### src/dsm_pkg.sv
// Shared constants and types for the door state machine sampler.
// Assumes a single 25 MHz core clock and a synchronous active-high reset.
package dsm_pkg;

  // ==========================================================================
  // Clock and sampling counter
  localparam int CLK_PERIOD_NS = 40;
  localparam int TICK_MATCH_VALUE = 50000;
  localparam int SAMPLE_CNT_W = 16;
  localparam logic [SAMPLE_CNT_W-1:0] SAMPLE_CNT_RESET = 16'h0000;
  localparam logic [SAMPLE_CNT_W-1:0] SAMPLE_CNT_STEP = 16'h0001;
  localparam logic COUNT_ENABLE_SETTING = 1'b1;
  localparam logic COUNT_DIRECTION_SETTING = 1'b1;

  // ==========================================================================
  // Door states
  typedef enum logic [1:0] {
    DSM_CLOSED,
    DSM_OPENING,
    DSM_OPENED,
    DSM_CLOSING
  } dsm_state_t;

  // ==========================================================================
  // Carriers
  typedef struct packed {
    logic button_input;
    logic sensor_input;
  } dsm_inputs_t;

  typedef struct packed {
    logic state_bit_a;
    logic state_bit_b;
    logic move_start;
  } dsm_status_t;

  localparam dsm_status_t STATUS_RESET = 3'h0;

endpackage

### src/dsm_door_sampler.sv
// Door state machine with tick-sampled button and sensor inputs.
// Holds the sampling counter, the two sample gates and the four-state door controller.
// Assumes raw inputs are asynchronous pins; one clock core_clk, reset srst.
// Assumes the downstream drive logic reads status.move_start as a one-cycle pulse.
`timescale 1ns/1ps

module dsm_door_sampler #(
  parameter int TICK_PERIOD = dsm_pkg::TICK_MATCH_VALUE
) (
  // Clock and reset
  input wire logic core_clk,
  input wire logic srst,
  // Raw external inputs
  input wire dsm_pkg::dsm_inputs_t raw_in,
  // Door status
  output dsm_pkg::dsm_status_t status
);
  import dsm_pkg::*;

  // ==========================================================================
  // State bit encodings (bit a, bit b)
  localparam logic [1:0] BITS_CLOSED = 2'h0;
  localparam logic [1:0] BITS_OPENING = 2'h2;
  localparam logic [1:0] BITS_OPENED = 2'h3;
  localparam logic [1:0] BITS_CLOSING = 2'h1;

  // ==========================================================================
  // Encoding helpers
  function automatic logic [1:0] state_bits(input dsm_state_t s);
    logic [1:0] b;
    b = BITS_CLOSED;
    unique case (s)
      DSM_CLOSED: b = BITS_CLOSED;
      DSM_OPENING: b = BITS_OPENING;
      DSM_OPENED: b = BITS_OPENED;
      DSM_CLOSING: b = BITS_CLOSING;
    endcase
    return b;
  endfunction

  function automatic logic is_moving(input dsm_state_t s);
    return (s == DSM_OPENING) || (s == DSM_CLOSING);
  endfunction

  function automatic logic is_resting(input dsm_state_t s);
    return (s == DSM_CLOSED) || (s == DSM_OPENED);
  endfunction

  function automatic logic sample_gate(input logic tick, input logic level);
    return tick & level;
  endfunction

  // ==========================================================================
  // Input synchronisers, first stage
  dsm_inputs_t sync_a;

  always_ff @(posedge core_clk) begin
    sync_a <= raw_in;
  end

  // ==========================================================================
  // Input synchronisers, second stage
  dsm_inputs_t sync_b;

  always_ff @(posedge core_clk) begin
    sync_b <= sync_a;
  end

  wire button_synced = sync_b.button_input;
  wire sensor_synced = sync_b.sensor_input;

  // ==========================================================================
  // Sampling counter step
  localparam logic [SAMPLE_CNT_W-1:0] TICK_LAST = SAMPLE_CNT_W'(TICK_PERIOD - 1);

  logic [SAMPLE_CNT_W-1:0] sample_counter;
  logic [SAMPLE_CNT_W-1:0] next_sample_counter;

  wire count_at_match = (sample_counter == TICK_LAST);
  wire sample_tick = COUNT_ENABLE_SETTING && count_at_match;

  wire [SAMPLE_CNT_W-1:0] count_up = sample_counter + SAMPLE_CNT_STEP;
  wire [SAMPLE_CNT_W-1:0] count_down = sample_counter - SAMPLE_CNT_STEP;
  wire [SAMPLE_CNT_W-1:0] count_stepped = COUNT_DIRECTION_SETTING ? count_up : count_down;
  wire [SAMPLE_CNT_W-1:0] count_held = COUNT_ENABLE_SETTING ? count_stepped : sample_counter;
  assign next_sample_counter = sample_tick ? SAMPLE_CNT_RESET : count_held;

  // ==========================================================================
  // Sampling counter register
  always_ff @(posedge core_clk) begin
    if (srst) begin
      sample_counter <= SAMPLE_CNT_RESET;
    end else begin
      sample_counter <= next_sample_counter;
    end
  end

  // ==========================================================================
  // Sample gates
  wire button_sample_gate = sample_gate(sample_tick, button_synced);
  wire sensor_sample_gate = sample_gate(sample_tick, sensor_synced);

  // ==========================================================================
  // Sampled input carrier
  dsm_inputs_t sampled;
  assign sampled = {button_sample_gate, sensor_sample_gate};

  // ==========================================================================
  // Current state decode
  dsm_state_t door_state_machine;
  dsm_state_t next_state;

  wire in_closed = (door_state_machine == DSM_CLOSED);
  wire in_opened = (door_state_machine == DSM_OPENED);
  wire in_opening = (door_state_machine == DSM_OPENING);
  wire in_closing = (door_state_machine == DSM_CLOSING);

  wire moving_now = is_moving(door_state_machine);
  wire resting_now = is_resting(door_state_machine);

  // ==========================================================================
  // Transition decode
  wire both_sampled = sampled.button_input && sampled.sensor_input;
  wire press_taken = sampled.button_input && resting_now;
  wire arrive_taken = sampled.sensor_input && !sampled.button_input && moving_now;
  wire reverse_taken = both_sampled && moving_now;

  wire go_opening = (in_closed && press_taken) || (in_closing && reverse_taken);
  wire go_closing = (in_opened && press_taken) || (in_opening && reverse_taken);
  wire go_opened = in_opening && arrive_taken;
  wire go_closed = in_closing && arrive_taken;

  // ==========================================================================
  // Door state machine
  always_comb begin
    next_state = door_state_machine;
    unique case (door_state_machine)
      DSM_CLOSED: begin
        if (go_opening) begin
          next_state = DSM_OPENING;
        end else begin
          next_state = door_state_machine;
        end
      end
      DSM_OPENED: begin
        if (go_closing) begin
          next_state = DSM_CLOSING;
        end else begin
          next_state = door_state_machine;
        end
      end
      DSM_OPENING: begin
        if (go_closing) begin
          next_state = DSM_CLOSING;
        end else if (go_opened) begin
          next_state = DSM_OPENED;
        end else begin
          next_state = door_state_machine;
        end
      end
      DSM_CLOSING: begin
        if (go_opening) begin
          next_state = DSM_OPENING;
        end else if (go_closed) begin
          next_state = DSM_CLOSED;
        end else begin
          next_state = door_state_machine;
        end
      end
    endcase
  end

  // ==========================================================================
  // Door state register
  always_ff @(posedge core_clk) begin
    if (srst) begin
      door_state_machine <= DSM_CLOSED;
    end else begin
      door_state_machine <= next_state;
    end
  end

  // ==========================================================================
  // Entry detection
  wire enter_opening = (next_state == DSM_OPENING) && !in_opening;
  wire enter_closing = (next_state == DSM_CLOSING) && !in_closing;
  wire next_move_start = enter_opening || enter_closing;

  // ==========================================================================
  // Status encode
  wire [1:0] next_bits = state_bits(next_state);
  wire next_bit_a = next_bits[1];
  wire next_bit_b = next_bits[0];
  dsm_status_t next_status;
  assign next_status = {next_bit_a, next_bit_b, next_move_start};

  // ==========================================================================
  // Status register
  always_ff @(posedge core_clk) begin
    if (srst) begin
      status <= STATUS_RESET;
    end else begin
      status <= next_status;
    end
  end

endmodule

### config.mk
export PLATFORM = sky130hd
export DESIGN_NAME = dsm_door_sampler
export DESIGN_NICKNAME = d
export VERILOG_FILES = /design/src/dsm_pkg.sv /design/src/dsm_door_sampler.sv
export SDC_FILE = /design/constraint.sdc
export NUM_CORES = 1
export LEC_CHECK = 0
export BUFFER_PORTS_ARGS = -buffer_cell sky130_fd_sc_hd__buf_4
export CAP_MARGIN = 40
export CORE_MARGIN = 1
export CORE_UTILIZATION = 42
export DETAILED_ROUTE_END_ITERATION = 8
export PLACE_DENSITY = 0.62
export SYNTH_ARGS = -nofsm -noshare
export SYNTH_HDL_FRONTEND = slang
export SYNTH_SLANG_ARGS = --single-unit
### constraint.sdc
create_clock -name core_clk -period 3.05 [get_ports core_clk]
set_clock_uncertainty 0.2 [all_clocks]
set_input_delay 0.61 -clock core_clk [delete_from_list [all_inputs] [get_ports core_clk]]
set_output_delay 0.61 -clock core_clk [all_outputs]
set_load 0.01 [all_outputs]
==> Word-level counts from Yosys, hierarchy flattened <==
Cells that the tools add are included.
{ "op_classes": {"reduce_logical": 24, "eq_ne": 7, "n_bitwise": 2, "n_mux": 8, "add_sub_neg": 1} }
{ "ops": {"columns": ["operator", "n"], "rows": [
  ["$add 16x1->16 const B", 1],
  ["$eq 16x16->1 const B", 1],
  ["$pmux 2 s4", 2],
  ["$logic_and 1x1->1", 13],
  ["$mux 2", 6],
  ["$eq 2x2->1 const B", 4],
  ["$logic_or 1x1->1", 5],
  ["$eq 2x1->1 const B", 2],
  ["$logic_not 2->1", 2],
  ["$logic_not 1->1", 3],
  ["$and 1x1->1", 2],
  ["$reduce_or 2->1", 1]
]} }
{ "totals": {"inputBits": 4, "word_cells": 51, "out_inout_bits": 3, "regBits": 25} }

==> Longest topological paths before layout <==
Gate-level depths: netlist of run 1.
{ "depth": {"ltp_word": 12, "depth_mapped": 8, "mapped_depth_nobuf": 8} }

==> Worst setup path before layout of run 1 <==
No wires, ideal clock.
{ "synth_path": {"path_type": "register to register", "start": "register sample_counter[11]", "end": "register status[0] (netlist bit)", "path_stages_with_launch": 7, "arrival_time_ns": 1.932, "path_slack_ns": 0.793, "n_path_buf": 0, "setup_time_ns": 0.125, "t_required_ns": 2.725, "cell_sequence": "dfxtp_1 -> or4_1 -> or4_1 -> a22o_1 -> ha_1 -> a21oi_1 -> a211oi_1"} }
{ "synth_between": {"elab_chain_len": 12, "word_cells_on_any_way": 29, "classes_between": "3 x eq/ne; 7 x mux; 2 x bitwise; 17 x reduce/logical"} }
{ "synth_lines": {"columns": ["item", "line_no", "source"], "rows": [
  ["start, declared", "dsm_door_sampler.sv:76", "logic [SAMPLE_CNT_W-1:0] sample_counter;"],
  ["start signal, assigned", "dsm_door_sampler.sv:94", "sample_counter <= next_sample_counter;"],
  ["$eq 16x16->1 *", "dsm_door_sampler.sv:79", "wire count_at_match = (sample_counter == TICK_LAST);"],
  ["$and 1x1->1", "dsm_door_sampler.sv:50", "return tick & level;"],
  ["$logic_not 1->1", "dsm_door_sampler.sv:125", "wire arrive_taken = sampled.sensor_input && !sampled.button_input && moving_now;"],
  ["$logic_and 1x1->1 (2 in series)", "dsm_door_sampler.sv:125", null],
  ["$logic_and 1x1->1 (on tied branches)", "dsm_door_sampler.sv:131, dsm_door_sampler.sv:130", null],
  ["$mux 2 (on tied branches)", "dsm_door_sampler.sv:164, dsm_door_sampler.sv:155", null],
  ["$mux 2 (on tied branches)", "dsm_door_sampler.sv:162, dsm_door_sampler.sv:153", null],
  ["$pmux 2 s4 *", "dsm_door_sampler.sv:137", "unique case (door_state_machine)"],
  ["net next_state[0]", "dsm_door_sampler.sv:111", "dsm_state_t next_state;"],
  ["$eq 2x1->1 / $eq 2x2->1 (equally long branches)", "dsm_door_sampler.sv:185, dsm_door_sampler.sv:186", null],
  ["$logic_and 1x1->1 (on tied branches)", "dsm_door_sampler.sv:185, dsm_door_sampler.sv:186", null],
  ["$logic_or 1x1->1 *", "dsm_door_sampler.sv:187", "wire next_move_start = enter_opening || enter_closing;"],
  ["end signal, assigned", "dsm_door_sampler.sv:203", "status <= next_status;"],
  ["end, declared", "dsm_door_sampler.sv:16", "output dsm_pkg::dsm_status_t status"]
]} }
Mark *: on every way through the listed nets, which the timed path passes. The rest lies on a longest branch.
A chain may end at the register's enable or synchronous reset.

==> Worst setup path after layout of run 1 <==
{ "layout_path": {"start": "register sample_counter[0]", "end": "register status[0] (netlist bit)"} }
Same word-level chain as after synthesis.

==> impl_results.html, run 1 <==
<table>
<tr><th>Metric</th><th>Value</th></tr>
<tr><th colspan="2">GRT</th></tr>
<tr><td>Initial antenna violation count</td><td>0</td></tr>
<tr><td>Largest net degree at the start of global routing</td><td>16</td></tr>
<tr><td>Wire length of the first global-routing pass</td><td>2970 µm</td></tr>
<tr><td>Vias in the first global route</td><td>702</td></tr>
<tr><td>Total GRT Usage</td><td>0.154</td></tr>
<tr><td>Total congestion overflow</td><td>0</td></tr>
<tr><th colspan="2">Clocking</th></tr>
<tr><td>CTS hold repair buffers</td><td>0</td></tr>
<tr><td>Buffer type at the clock tree root</td><td>sky130_fd_sc_hd__clkbuf_4</td></tr>
<tr><td>Clock Pin Slew Worst Setup and Hold Paths</td><td>0.14 ns</td></tr>
<tr><td>CTS tree</td><td>yes</td></tr>
<tr><td>Total number of H-tree levels</td><td>1</td></tr>
<tr><td>TritonCTS Sinks</td><td>25</td></tr>
<tr><td>Setup repair bufs after CTS</td><td>0</td></tr>
<tr><td>Post_cts resized</td><td>0</td></tr>
<tr><td>Clk_lat worst skew</td><td>0.31 ns</td></tr>
<tr><td>Maximum clock insertion buffer count</td><td>2</td></tr>
<tr><td>Clock buffer count from CTS</td><td>3</td></tr>
<tr><th colspan="2">STA</th></tr>
<tr><td>Headroom to the max-slew limit</td><td>0.771</td></tr>
<tr><td>Minimum period implied by the final worst setup slack</td><td>2.43 ns</td></tr>
<tr><td>Final setup fails</td><td>0</td></tr>
<tr><td>Slew at the pin with the worst max-slew slack</td><td>0.341 ns</td></tr>
<tr><td>Final hold viol count</td><td>0</td></tr>
<tr><td>Final max-slew violation count</td><td>0</td></tr>
<tr><td>RSZ-0062 raised after global routing</td><td>no</td></tr>
<tr><td>Max Clk Rate</td><td>412 MHz</td></tr>
<tr><td>Final period utilization</td><td>0.797</td></tr>
<tr><td>Summed negative setup slack over all endpoints</td><td>0 ns</td></tr>
<tr><th colspan="2">Detailed routing</th></tr>
<tr><td>Vias</td><td>763</td></tr>
<tr><td>Remaining routing DRC violations</td><td>0</td></tr>
<tr><td>First-iteration detailed-routing DRC count</td><td>5</td></tr>
<tr><td>Post-detailed-route via-to-cell ratio</td><td>between 5 and 6</td></tr>
<tr><td>DR WL/cell</td><td>11.0 µm</td></tr>
<tr><td>Routed Wire Length</td><td>about 1600 µm</td></tr>
<tr><td>TritonRoute pass-1 iters</td><td>4</td></tr>
<tr><td>Number of nets with antenna violations after detailed routing</td><td>0</td></tr>
<tr><th colspan="2">Worst setup path</th></tr>
<tr><td>Worst setup path class</td><td>flop to flop</td></tr>
<tr><td>Worst EP required</td><td>3.09 ns</td></tr>
<tr><td>Worst setup endpoint</td><td>status[0]$_SDFF_PP0_</td></tr>
<tr><td>R2R depth</td><td>8</td></tr>
<tr><td>Most repeated library cell on the critical path</td><td>sky130_fd_sc_hd__ha_1</td></tr>
<tr><td>Crit-path max FO</td><td>7</td></tr>
<tr><td>Worst path slowest cell</td><td>sky130_fd_sc_hd__nor4_2</td></tr>
<tr><td>Ordered list of cells on the worst path</td><td>ha_1 -&gt; nand3_1 -&gt; nor4_2 -&gt; nand3_2 -&gt; xnor2_1 -&gt; ha_1 -&gt; a21oi_1 -&gt; a211oi_1</td></tr>
<tr><td>Sort of element at the start of the critical path</td><td>flop</td></tr>
<tr><td>CP startpoint</td><td>sample_counter[0]$_SDFF_PP0_</td></tr>
<tr><td>Worst Setup End Kind</td><td>flop</td></tr>
<tr><td>RR Startpoint</td><td>sample_counter[0]$_SDFF_PP0_</td></tr>
<tr><td>WP data arrival</td><td>around 2.5 ns</td></tr>
<tr><td>Delay contributed by the slowest stage of the critical path</td><td>0.42 ns</td></tr>
<tr><td>End of the worst register-to-register path</td><td>status[0]$_SDFF_PP0_</td></tr>
<tr><td>Setup slack of the most critical reg-to-reg path</td><td>0.62 ns</td></tr>
<tr><th colspan="2">Run</th></tr>
<tr><td>Number of maximum-capacitance violations</td><td>0</td></tr>
<tr><th colspan="2">Outcome</th></tr>
<tr><td>Status</td><td>finished clean</td></tr>
<tr><th colspan="2">Power</th></tr>
<tr><td>Maximum resistive drop on vdd</td><td>0.286 mV</td></tr>
<tr><td>Overall Power</td><td>0.497 mW</td></tr>
<tr><td>PD cells</td><td>427 nW/µm²</td></tr>
<tr><td>Leakage power total</td><td>roughly 0.39 nW</td></tr>
<tr><th colspan="2">Die</th></tr>
<tr><td>Die Area</td><td>2760 µm²</td></tr>
<tr><td>Standard cell core area</td><td>2320 µm²</td></tr>
<tr><td>Initial core utilization</td><td>0.463</td></tr>
<tr><td>Row cnt</td><td>17</td></tr>
<tr><td>Die height</td><td>around 53 µm</td></tr>
<tr><td>IO Pins</td><td>7</td></tr>
<tr><td>Die Wd</td><td>52.6 µm</td></tr>
<tr><th colspan="2">Min path</th></tr>
<tr><td>Hold WC Path Type</td><td>flop to flop</td></tr>
<tr><th colspan="2">Placed design</th></tr>
<tr><td>HPWL after detailed placement</td><td>1200 µm</td></tr>
<tr><td>Port-buffer cells</td><td>6</td></tr>
<tr><td>Gp weighted congestion</td><td>0.774</td></tr>
<tr><th colspan="2">Layout</th></tr>
<tr><td>Layout Area Growth over Synthesis</td><td>8.27%</td></tr>
<tr><td>Antenna cell count</td><td>0</td></tr>
<tr><td>Layout cells sized above 1</td><td>0.124</td></tr>
<tr><td>Most common cell after layout, fill and taps aside</td><td>sky130_fd_sc_hd__dfxtp_1</td></tr>
<tr><td>Net count of the finished layout</td><td>131</td></tr>
<tr><td>Top library cells by usage in the layout, fill and taps aside</td><td>sky130_fd_sc_hd__dfxtp_1, sky130_fd_sc_hd__nor2_1, sky130_fd_sc_hd__xnor2_1, sky130_fd_sc_hd__buf_4</td></tr>
<tr><td>Fill cell instance count of the final layout</td><td>224</td></tr>
<tr><th colspan="2">Synthesis</th></tr>
<tr><td>Post-Syn Nets</td><td>122</td></tr>
<tr><td>Mapped Area</td><td>1070 µm²</td></tr>
<tr><td>Number of library cell types mapped by synthesis</td><td>27</td></tr>
<tr><td>Synthesized flop and latch total</td><td>25</td></tr>
<tr><td>Sequential-to-total area share from yosys stat</td><td>0.466</td></tr>
<tr><td>Mapped Avg Cell Area</td><td>9.50 µm²</td></tr>
<tr><td>Cells after synthesis</td><td>approximately 110</td></tr>
<tr><td>Syn. warnings</td><td>0</td></tr>
</table>
[metal layers]
layer,GRT usage,vias to the layer above,part of all wire
li1,-,399,-
met1,0.192,347,0.51
met2,0.245,13,0.45
met3,0.0348,4,0.024
met4,0.0789,0,0.015
met5,0,-,0
[flip-flops by register name (all words and copies together) (netlist names)]
signal,flops
sensor_synced,1
sample_counter,16
status,3
button_synced,1
door_state_machine,2
sync_a,2
[where the power goes]
part           total (mW)  internal (mW)  switching, mW
Combinational      0.0136        0.00620        0.00737
Sequential          0.337          0.333        0.00418
Clock               0.146         0.0490         0.0973
Total               0.497          0.388          0.109
[worst max-delay path: cells and delay by family (launching register included)]
| kind | cells | cell delay [ns] |
|---|---|---|
| AO/OA/AOI/OAI | 2 | 0.26 |
| XOR/XNOR | 1 | 0.22 |
| adder cells (fa/ha/maj) | 2 | 0.44 |
| flip-flops | 1 | 0.40 |
| AND/OR/NAND/NOR | 3 | 0.84 |
[area by class of cell]
class	instances	area, µm²	area share
inverter	5	18.8	0.0161
sequential	25	500	0.431
multi-input combinational	81	536	0.461
clock buffer	3	22.5	0.0194
clock inverter	1	5.00	0.00431
timing repair buffer	6	45.0	0.0388
tap	28	35.0	0.0301
[synth_stat cells (all sizes together)]
| master | number | area [µm²] |
|---|---|---|
| nor4 | 4 | 31.3 |
| xnor2 | 14 | 123 |
| inv | 5 | 18.8 |
| buf | 2 | 18.8 |
| ha | 5 | 62.6 |
| or4 | 2 | 15.0 |
| dfxtp | 25 | 500 |
| nand2 | 4 | 15.0 |
| nor2b | 2 | 12.5 |
| or4bb | 1 | 11.3 |
| nand3 | 6 | 35.0 |
| a211oi | 1 | 7.51 |
| nor2 | 24 | 90.1 |
| a22o | 1 | 8.76 |
| nand4 | 4 | 25.0 |
| or4b | 1 | 10.0 |
| nor3 | 5 | 25.0 |
| mux2 | 1 | 15.0 |
| nand4bb | 1 | 11.3 |
| nand4b | 1 | 8.76 |
| xor2 | 2 | 17.5 |
| a21oi | 1 | 5.00 |
| or2 | 1 | 6.26 |
[through the flow]
| stage | utilization | hold slack (ns) | cells | cell area, µm² | setup WS [ns] |
|---|---|---|---|---|---|
| after CTS | 0.501 | 0.145 | 149 | 1160 | 0.588 |
| after global placement | 0.489 | 0.111 | 145 | 1130 | 0.682 |
| after global routing | 0.501 | 0.156 | 149 | 1160 | 0.401 |
| final | 0.501 | 0.145 | 149 | 1160 | 0.621 |
| after detailed placement | 0.489 | 0.114 | 145 | 1130 | 0.600 |
| after floorplan | - | 0.110 | 113 | 1070 | 0.793 |
[cells by family (layout without fill, tap and decap cells)]
| kind of cell | Yosys count | after routing | synth area share |
|---|---|---|---|
| buf+inv | 7 | 15 | 0.0350 |
| simple gates | 56 | 56 | 0.276 |
| compound gates | 3 | 3 | 0.0198 |
| flops | 25 | 25 | 0.466 |
| xor+xnor | 16 | 16 | 0.131 |
| mux | 1 | 1 | 0.0140 |
| fa+ha+maj | 5 | 5 | 0.0583 |
[how the worst min path moves through the flow]
stage | slack (ns) | depth (start not counted) | endpoint | startpoint
after CTS | 0.15 | 0 | button_synced$_DFF_P_ | sync_a[1]$_DFF_P_
after global routing | 0.16 | 0 | sensor_synced$_DFF_P_ | sync_a[0]$_DFF_P_
after floorplan | 0.11 | 0 | button_synced$_DFF_P_ | sync_a[1]$_DFF_P_
final | 0.14 | 0 | sensor_synced$_DFF_P_ | sync_a[0]$_DFF_P_
after global placement | 0.11 | 0 | sensor_synced$_DFF_P_ | sync_a[0]$_DFF_P_
after detailed placement | 0.11 | 0 | button_synced$_DFF_P_ | sync_a[1]$_DFF_P_
Note: power is estimated with default switching activity, not from simulation.
==> run 2: changes to the inputs <==
--- a/config.mk
+++ b/config.mk
@@ -5,12 +5,13 @@
 export SDC_FILE = /design/constraint.sdc
 export NUM_CORES = 1
 export LEC_CHECK = 0
+export ABC_AREA = 1
 export BUFFER_PORTS_ARGS = -buffer_cell sky130_fd_sc_hd__buf_4
 export CAP_MARGIN = 40
 export CORE_MARGIN = 1
 export CORE_UTILIZATION = 42
 export DETAILED_ROUTE_END_ITERATION = 8
-export PLACE_DENSITY = 0.62
+export PLACE_DENSITY = 0.64
 export SYNTH_ARGS = -nofsm -noshare
 export SYNTH_HDL_FRONTEND = slang
 export SYNTH_SLANG_ARGS = --single-unit
==> constraint.sdc (replaced) <==
create_clock -name core_clk -period 2 [get_ports core_clk]
set_clock_uncertainty 0.2 [all_clocks]
set_input_delay 0.4 -clock core_clk [delete_from_list [all_inputs] [get_ports core_clk]]
set_output_delay 0.4 -clock core_clk [all_outputs]
set_load 0.01 [all_outputs]
==> run 2 against run 1 <==
Compared with the run above:
- sequential share of layout area fell by 5.3 points
- via count rose by 27%
- total power rose by 53%
- synthesized cell count rose by 31%
- largest cell class unchanged
- largest power group unchanged
==> impl_results.html, run 2 <==
<table>
<tr><th>Metric</th><th>Value</th></tr>
<tr><th colspan="2">Outcome</th></tr>
<tr><td>Status</td><td>finished clean</td></tr>
<tr><th colspan="2">Worst setup path</th></tr>
<tr><td>Worst setup path class</td><td>flop to flop</td></tr>
<tr><td>Cell family contributing the most delay on the critical path</td><td>simple AND/OR/NAND/NOR gates</td></tr>
<tr><td>Delay contributed by the slowest stage of the critical path</td><td>0.40 ns (-0.02 ns)</td></tr>
<tr><td>Ordered list of cells on the worst path</td><td>ha_4 -&gt; nand3_2 -&gt; buf_4 -&gt; nor2_1 -&gt; nand4_1 -&gt; nand2_1 -&gt; nand2_2 -&gt; inv_2 -&gt; ha_1 -&gt; o21ai_0 -&gt; a21oi_1</td></tr>
<tr><td>Crit-path max FO</td><td>4 (-3)</td></tr>
<tr><td>Worst Setup End Kind</td><td>flop</td></tr>
<tr><td>RR Startpoint</td><td>sample_counter[0]$_SDFF_PP0_</td></tr>
<tr><td>Sort of element at the start of the critical path</td><td>flop</td></tr>
<tr><td>Crit path buf inv count</td><td>2 (+2)</td></tr>
<tr><td>WP data arrival</td><td>1.94 ns (-0.53 ns)</td></tr>
<tr><td>Worst EP required</td><td>2.04 ns (-1.05 ns)</td></tr>
<tr><td>CP startpoint</td><td>sample_counter[0]$_SDFF_PP0_</td></tr>
<tr><td>Worst path slowest cell</td><td>sky130_fd_sc_hd__dfxtp_4</td></tr>
<tr><th colspan="2">GRT</th></tr>
<tr><td>Initial antenna violation count</td><td>0 (unchanged)</td></tr>
<tr><td>Total GRT Usage</td><td>0.168 (+0.0144)</td></tr>
<tr><td>Vias in the first global route</td><td>873 (+24%)</td></tr>
<tr><td>Wire length of the first global-routing pass</td><td>3620 µm (+22%)</td></tr>
<tr><td>Largest net degree at the start of global routing</td><td>16 (unchanged)</td></tr>
<tr><td>Total congestion overflow</td><td>0 (unchanged)</td></tr>
<tr><th colspan="2">Clocking</th></tr>
<tr><td>Maximum clock insertion buffer count</td><td>2 (unchanged)</td></tr>
<tr><td>Clk_lat worst skew</td><td>0.31 ns (about the same)</td></tr>
<tr><td>Buffer type at the clock tree root</td><td>sky130_fd_sc_hd__clkbuf_4</td></tr>
<tr><td>CTS tree</td><td>yes</td></tr>
<tr><td>Clock Pin Slew Worst Setup and Hold Paths</td><td>0.12 ns (-0.02 ns)</td></tr>
<tr><td>TritonCTS Sinks</td><td>25 (unchanged)</td></tr>
<tr><td>Total number of H-tree levels</td><td>1 (unchanged)</td></tr>
<tr><td>Clock buffer count from CTS</td><td>3 (unchanged)</td></tr>
<tr><th colspan="2">Synthesis</th></tr>
<tr><td>Share of the synthesized area in the top cell type</td><td>0.429 (-0.0370)</td></tr>
<tr><td>Sequential-to-total area share from yosys stat</td><td>0.429 (-0.0370)</td></tr>
<tr><td>Synthesized flop and latch total</td><td>25 (unchanged)</td></tr>
<tr><td>Mapped Avg Cell Area</td><td>7.88 µm² (-17%)</td></tr>
<tr><td>Commonest register cell after synthesis</td><td>sky130_fd_sc_hd__dfxtp_1</td></tr>
<tr><td>Syn. warnings</td><td>0 (unchanged)</td></tr>
<tr><td>Number of library cell types mapped by synthesis</td><td>26 (-3.7%)</td></tr>
<tr><td>Count of flip-flops with a built-in enable after synthesis</td><td>0 (unchanged)</td></tr>
<tr><td>Largest cells by area after synthesis</td><td>sky130_fd_sc_hd__dfxtp_1, sky130_fd_sc_hd__nand2_1, sky130_fd_sc_hd__nor2_1</td></tr>
<tr><td>Yosys top cell by area</td><td>sky130_fd_sc_hd__dfxtp_1</td></tr>
<tr><td>Most used standard cells in the synthesized netlist</td><td>sky130_fd_sc_hd__dfxtp_1, sky130_fd_sc_hd__nand2_1, sky130_fd_sc_hd__nor2_1, sky130_fd_sc_hd__inv_1, sky130_fd_sc_hd__a21oi_1</td></tr>
<tr><td>Mapped Area</td><td>1170 µm² (+8.6%)</td></tr>
<tr><td>Post-Syn Nets</td><td>157 (+29%)</td></tr>
<tr><td>Cells after synthesis</td><td>148 (+31%)</td></tr>
<tr><td>Fraction of registers with async set/reset</td><td>0 (unchanged)</td></tr>
<tr><th colspan="2">Layout</th></tr>
<tr><td>Fill cell instance count of the final layout</td><td>261 (+17%)</td></tr>
<tr><td>Count of non-filler cells in the finished layout</td><td>193 (+30%)</td></tr>
<tr><td>Layout cells sized above 1</td><td>0.209 (+0.0846)</td></tr>
<tr><td>Net count of the finished layout</td><td>173 (+32%)</td></tr>
<tr><td>Flip-flop count of the largest register, all copies and words added</td><td>16 (unchanged)</td></tr>
<tr><td>Registers with the most flip-flops</td><td>sample_counter: 16 flops, status: 3 flops</td></tr>
<tr><td>Multi-input gate area in the final layout</td><td>599 µm² (+12%)</td></tr>
<tr><td>Most common cell after layout, fill and taps aside</td><td>sky130_fd_sc_hd__nand2_1</td></tr>
<tr><td>Storage element area</td><td>505 µm² (+1.0%)</td></tr>
<tr><td>Top library cells by usage in the layout, fill and taps aside</td><td>sky130_fd_sc_hd__nand2_1, sky130_fd_sc_hd__dfxtp_1, sky130_fd_sc_hd__nor2_1, sky130_fd_sc_hd__inv_1, sky130_fd_sc_hd__a21oi_1</td></tr>
<tr><td>Antenna cell count</td><td>0 (unchanged)</td></tr>
<tr><td>Layout Cell Area excl Fill</td><td>1340 µm² (+15%)</td></tr>
<tr><td>Layout Area Growth over Synthesis</td><td>14.8%</td></tr>
<tr><td>Largest register by flop count</td><td>sample_counter</td></tr>
<tr><th colspan="2">Die</th></tr>
<tr><td>Row cnt</td><td>18 (+1)</td></tr>
<tr><td>Standard cell core area</td><td>2540 µm² (+9.8%)</td></tr>
<tr><td>Die Wd</td><td>54.7 µm (+4.1%)</td></tr>
<tr><td>Die height</td><td>54.7 µm (+4.1%)</td></tr>
<tr><td>Initial core utilization</td><td>0.458 (-0.00482)</td></tr>
<tr><td>IO Pins</td><td>7 (unchanged)</td></tr>
<tr><td>Die Area</td><td>2990 µm² (+8.3%)</td></tr>
<tr><th colspan="2">Placed design</th></tr>
<tr><td>HPWL after detailed placement</td><td>1630 µm (+36%)</td></tr>
<tr><td>Gp weighted congestion</td><td>0.819 (+5.8%)</td></tr>
<tr><td>Number of placed instances, taps included</td><td>186 (+28%)</td></tr>
<tr><td>Placed instance area</td><td>1260 µm² (+11%)</td></tr>
<tr><td>Setup slack at placement</td><td>-0.00766 ns (-0.608 ns)</td></tr>
<tr><td>Port-buffer cells</td><td>6 (unchanged)</td></tr>
<tr><th colspan="2">Detailed routing</th></tr>
<tr><td>Vias</td><td>972 (+27%)</td></tr>
<tr><td>Number of nets with antenna violations after detailed routing</td><td>0 (unchanged)</td></tr>
<tr><td>Routed Wire Length</td><td>2170 µm (+32%)</td></tr>
<tr><td>Post-detailed-route via-to-cell ratio</td><td>5.04 (-1.7%)</td></tr>
<tr><td>First-iteration detailed-routing DRC count</td><td>23 (+18)</td></tr>
<tr><td>DR WL/cell</td><td>11.2 µm (+1.9%)</td></tr>
<tr><td>Remaining routing DRC violations</td><td>0 (unchanged)</td></tr>
<tr><td>TritonRoute pass-1 iters</td><td>4 (unchanged)</td></tr>
<tr><th colspan="2">STA</th></tr>
<tr><td>Final hold viol count</td><td>0 (unchanged)</td></tr>
<tr><td>Worst setup slack after layout</td><td>0.107 ns (-0.514 ns)</td></tr>
<tr><td>Slew at the pin with the worst max-slew slack</td><td>0.312 ns (-0.0290 ns)</td></tr>
<tr><td>Summed negative setup slack over all endpoints</td><td>0 ns (unchanged)</td></tr>
<tr><td>Final max-slew violation count</td><td>0 (unchanged)</td></tr>
<tr><td>Minimum period implied by the final worst setup slack</td><td>1.89 ns (-0.536 ns)</td></tr>
<tr><td>Final period utilization</td><td>0.947 (+0.150)</td></tr>
<tr><td>Max Clk Rate</td><td>528 MHz (+28%)</td></tr>
<tr><td>Final setup fails</td><td>0 (unchanged)</td></tr>
<tr><td>Headroom to the max-slew limit</td><td>0.791 (+0.0208)</td></tr>
<tr><th colspan="2">Power</th></tr>
<tr><td>Leakage power total</td><td>0.511 nW (+30%)</td></tr>
<tr><td>Maximum resistive drop on vdd</td><td>0.394 mV (+38%)</td></tr>
<tr><td>PD cells</td><td>567 nW/µm² (+33%)</td></tr>
<tr><td>Overall Power</td><td>0.759 mW (+53%)</td></tr>
<tr><th colspan="2">Min path</th></tr>
<tr><td>Critical hold path startpoint</td><td>srst</td></tr>
<tr><td>Hold WC Path Type</td><td>primary input to flop</td></tr>
<tr><th colspan="2">Run</th></tr>
<tr><td>Number of maximum-capacitance violations</td><td>0 (unchanged)</td></tr>
</table>
## run 2: through the flow
| stage | hold slack, ns | utilization |
|---|---|---|
| 2_1_floorplan | 0.110 | - |
| 6_report | 0.0863 | 0.526 |
| 4_1_cts | 0.0742 | 0.515 |
| 3_3_place_gp | 0.110 | 0.494 |
| 3_5_place_dp | 0.116 | 0.494 |
| 5_1_grt | 0.0796 | 0.526 |
## run 2: cell families (layout without fill, tap and decap cells)
kind of cell | count (synthesis) | in the layout | share of synthesized area
compound gates | 16 | 16 | 0.0740
simple gates | 78 | 78 | 0.343
flops | 25 | 25 | 0.429
fa+ha+maj | 5 | 5 | 0.0536
xor+xnor | 3 | 3 | 0.0225
buf+inv | 21 | 36 | 0.0772
## run 2: power breakdown
| group | internal, mW | total [mW] | switching (mW) |
|---|---|---|---|
| clock network | 0.0778 | 0.216 | 0.139 |
| registers | 0.507 | 0.516 | 0.00803 |
| logic | 0.0138 | 0.0275 | 0.0137 |
| total | 0.599 | 0.759 | 0.160 |
## run 2: per-layer routing
| layer | part of all wire | global-route usage | routed length (µm) |
|---|---|---|---|
| met2 | 0.48 | 0.279 | 1030 |
| met5 | 0 | 0 | 0 |
| met4 | 0.011 | 0.0513 | 23 |
| met3 | 0.031 | 0.0250 | 68 |
| met1 | 0.48 | 0.221 | 1040 |
## run 2: worst paths after layout
path         cells after the start  slack (ns)                                to
max                             11        0.11              status[0]$_SDFF_PP0_
min                              2        0.09  door_state_machine[0]$_SDFF_PP0_
max reg2reg                     11        0.11              status[0]$_SDFF_PP0_
min reg2reg                      0        0.14             sensor_synced$_DFF_P_
## run 2: repair_timing
action,4_1_cts,5_1_grt
gates resized for setup,0,10
endpoints found under the setup margin,2,3
hold buffers,2,0
hold endpoints to repair,2,0
setup buffers,1,0
gates cloned,0,0
pin swaps,1,1
## run 2: layout make-up
type,instances,share of cell area
clock buffer,4,0.0196
inverter,20,0.0561
multi-input combinational,102,0.448
sequential,25,0.378
tap,30,0.0280
timing repair buffer,12,0.0710
## run 2: worst register-to-register path, stage by stage (launching register included)
cell	delay (ns)
sky130_fd_sc_hd__dfxtp_4	0.40
sky130_fd_sc_hd__ha_4	0.14
sky130_fd_sc_hd__nand3_2	0.09
sky130_fd_sc_hd__buf_4	0.17
sky130_fd_sc_hd__nor2_1	0.11
sky130_fd_sc_hd__nand4_1	0.10
sky130_fd_sc_hd__nand2_1	0.12
sky130_fd_sc_hd__nand2_2	0.09
sky130_fd_sc_hd__inv_2	0.07
sky130_fd_sc_hd__ha_1	0.14
sky130_fd_sc_hd__o21ai_0	0.07
sky130_fd_sc_hd__a21oi_1	0.13
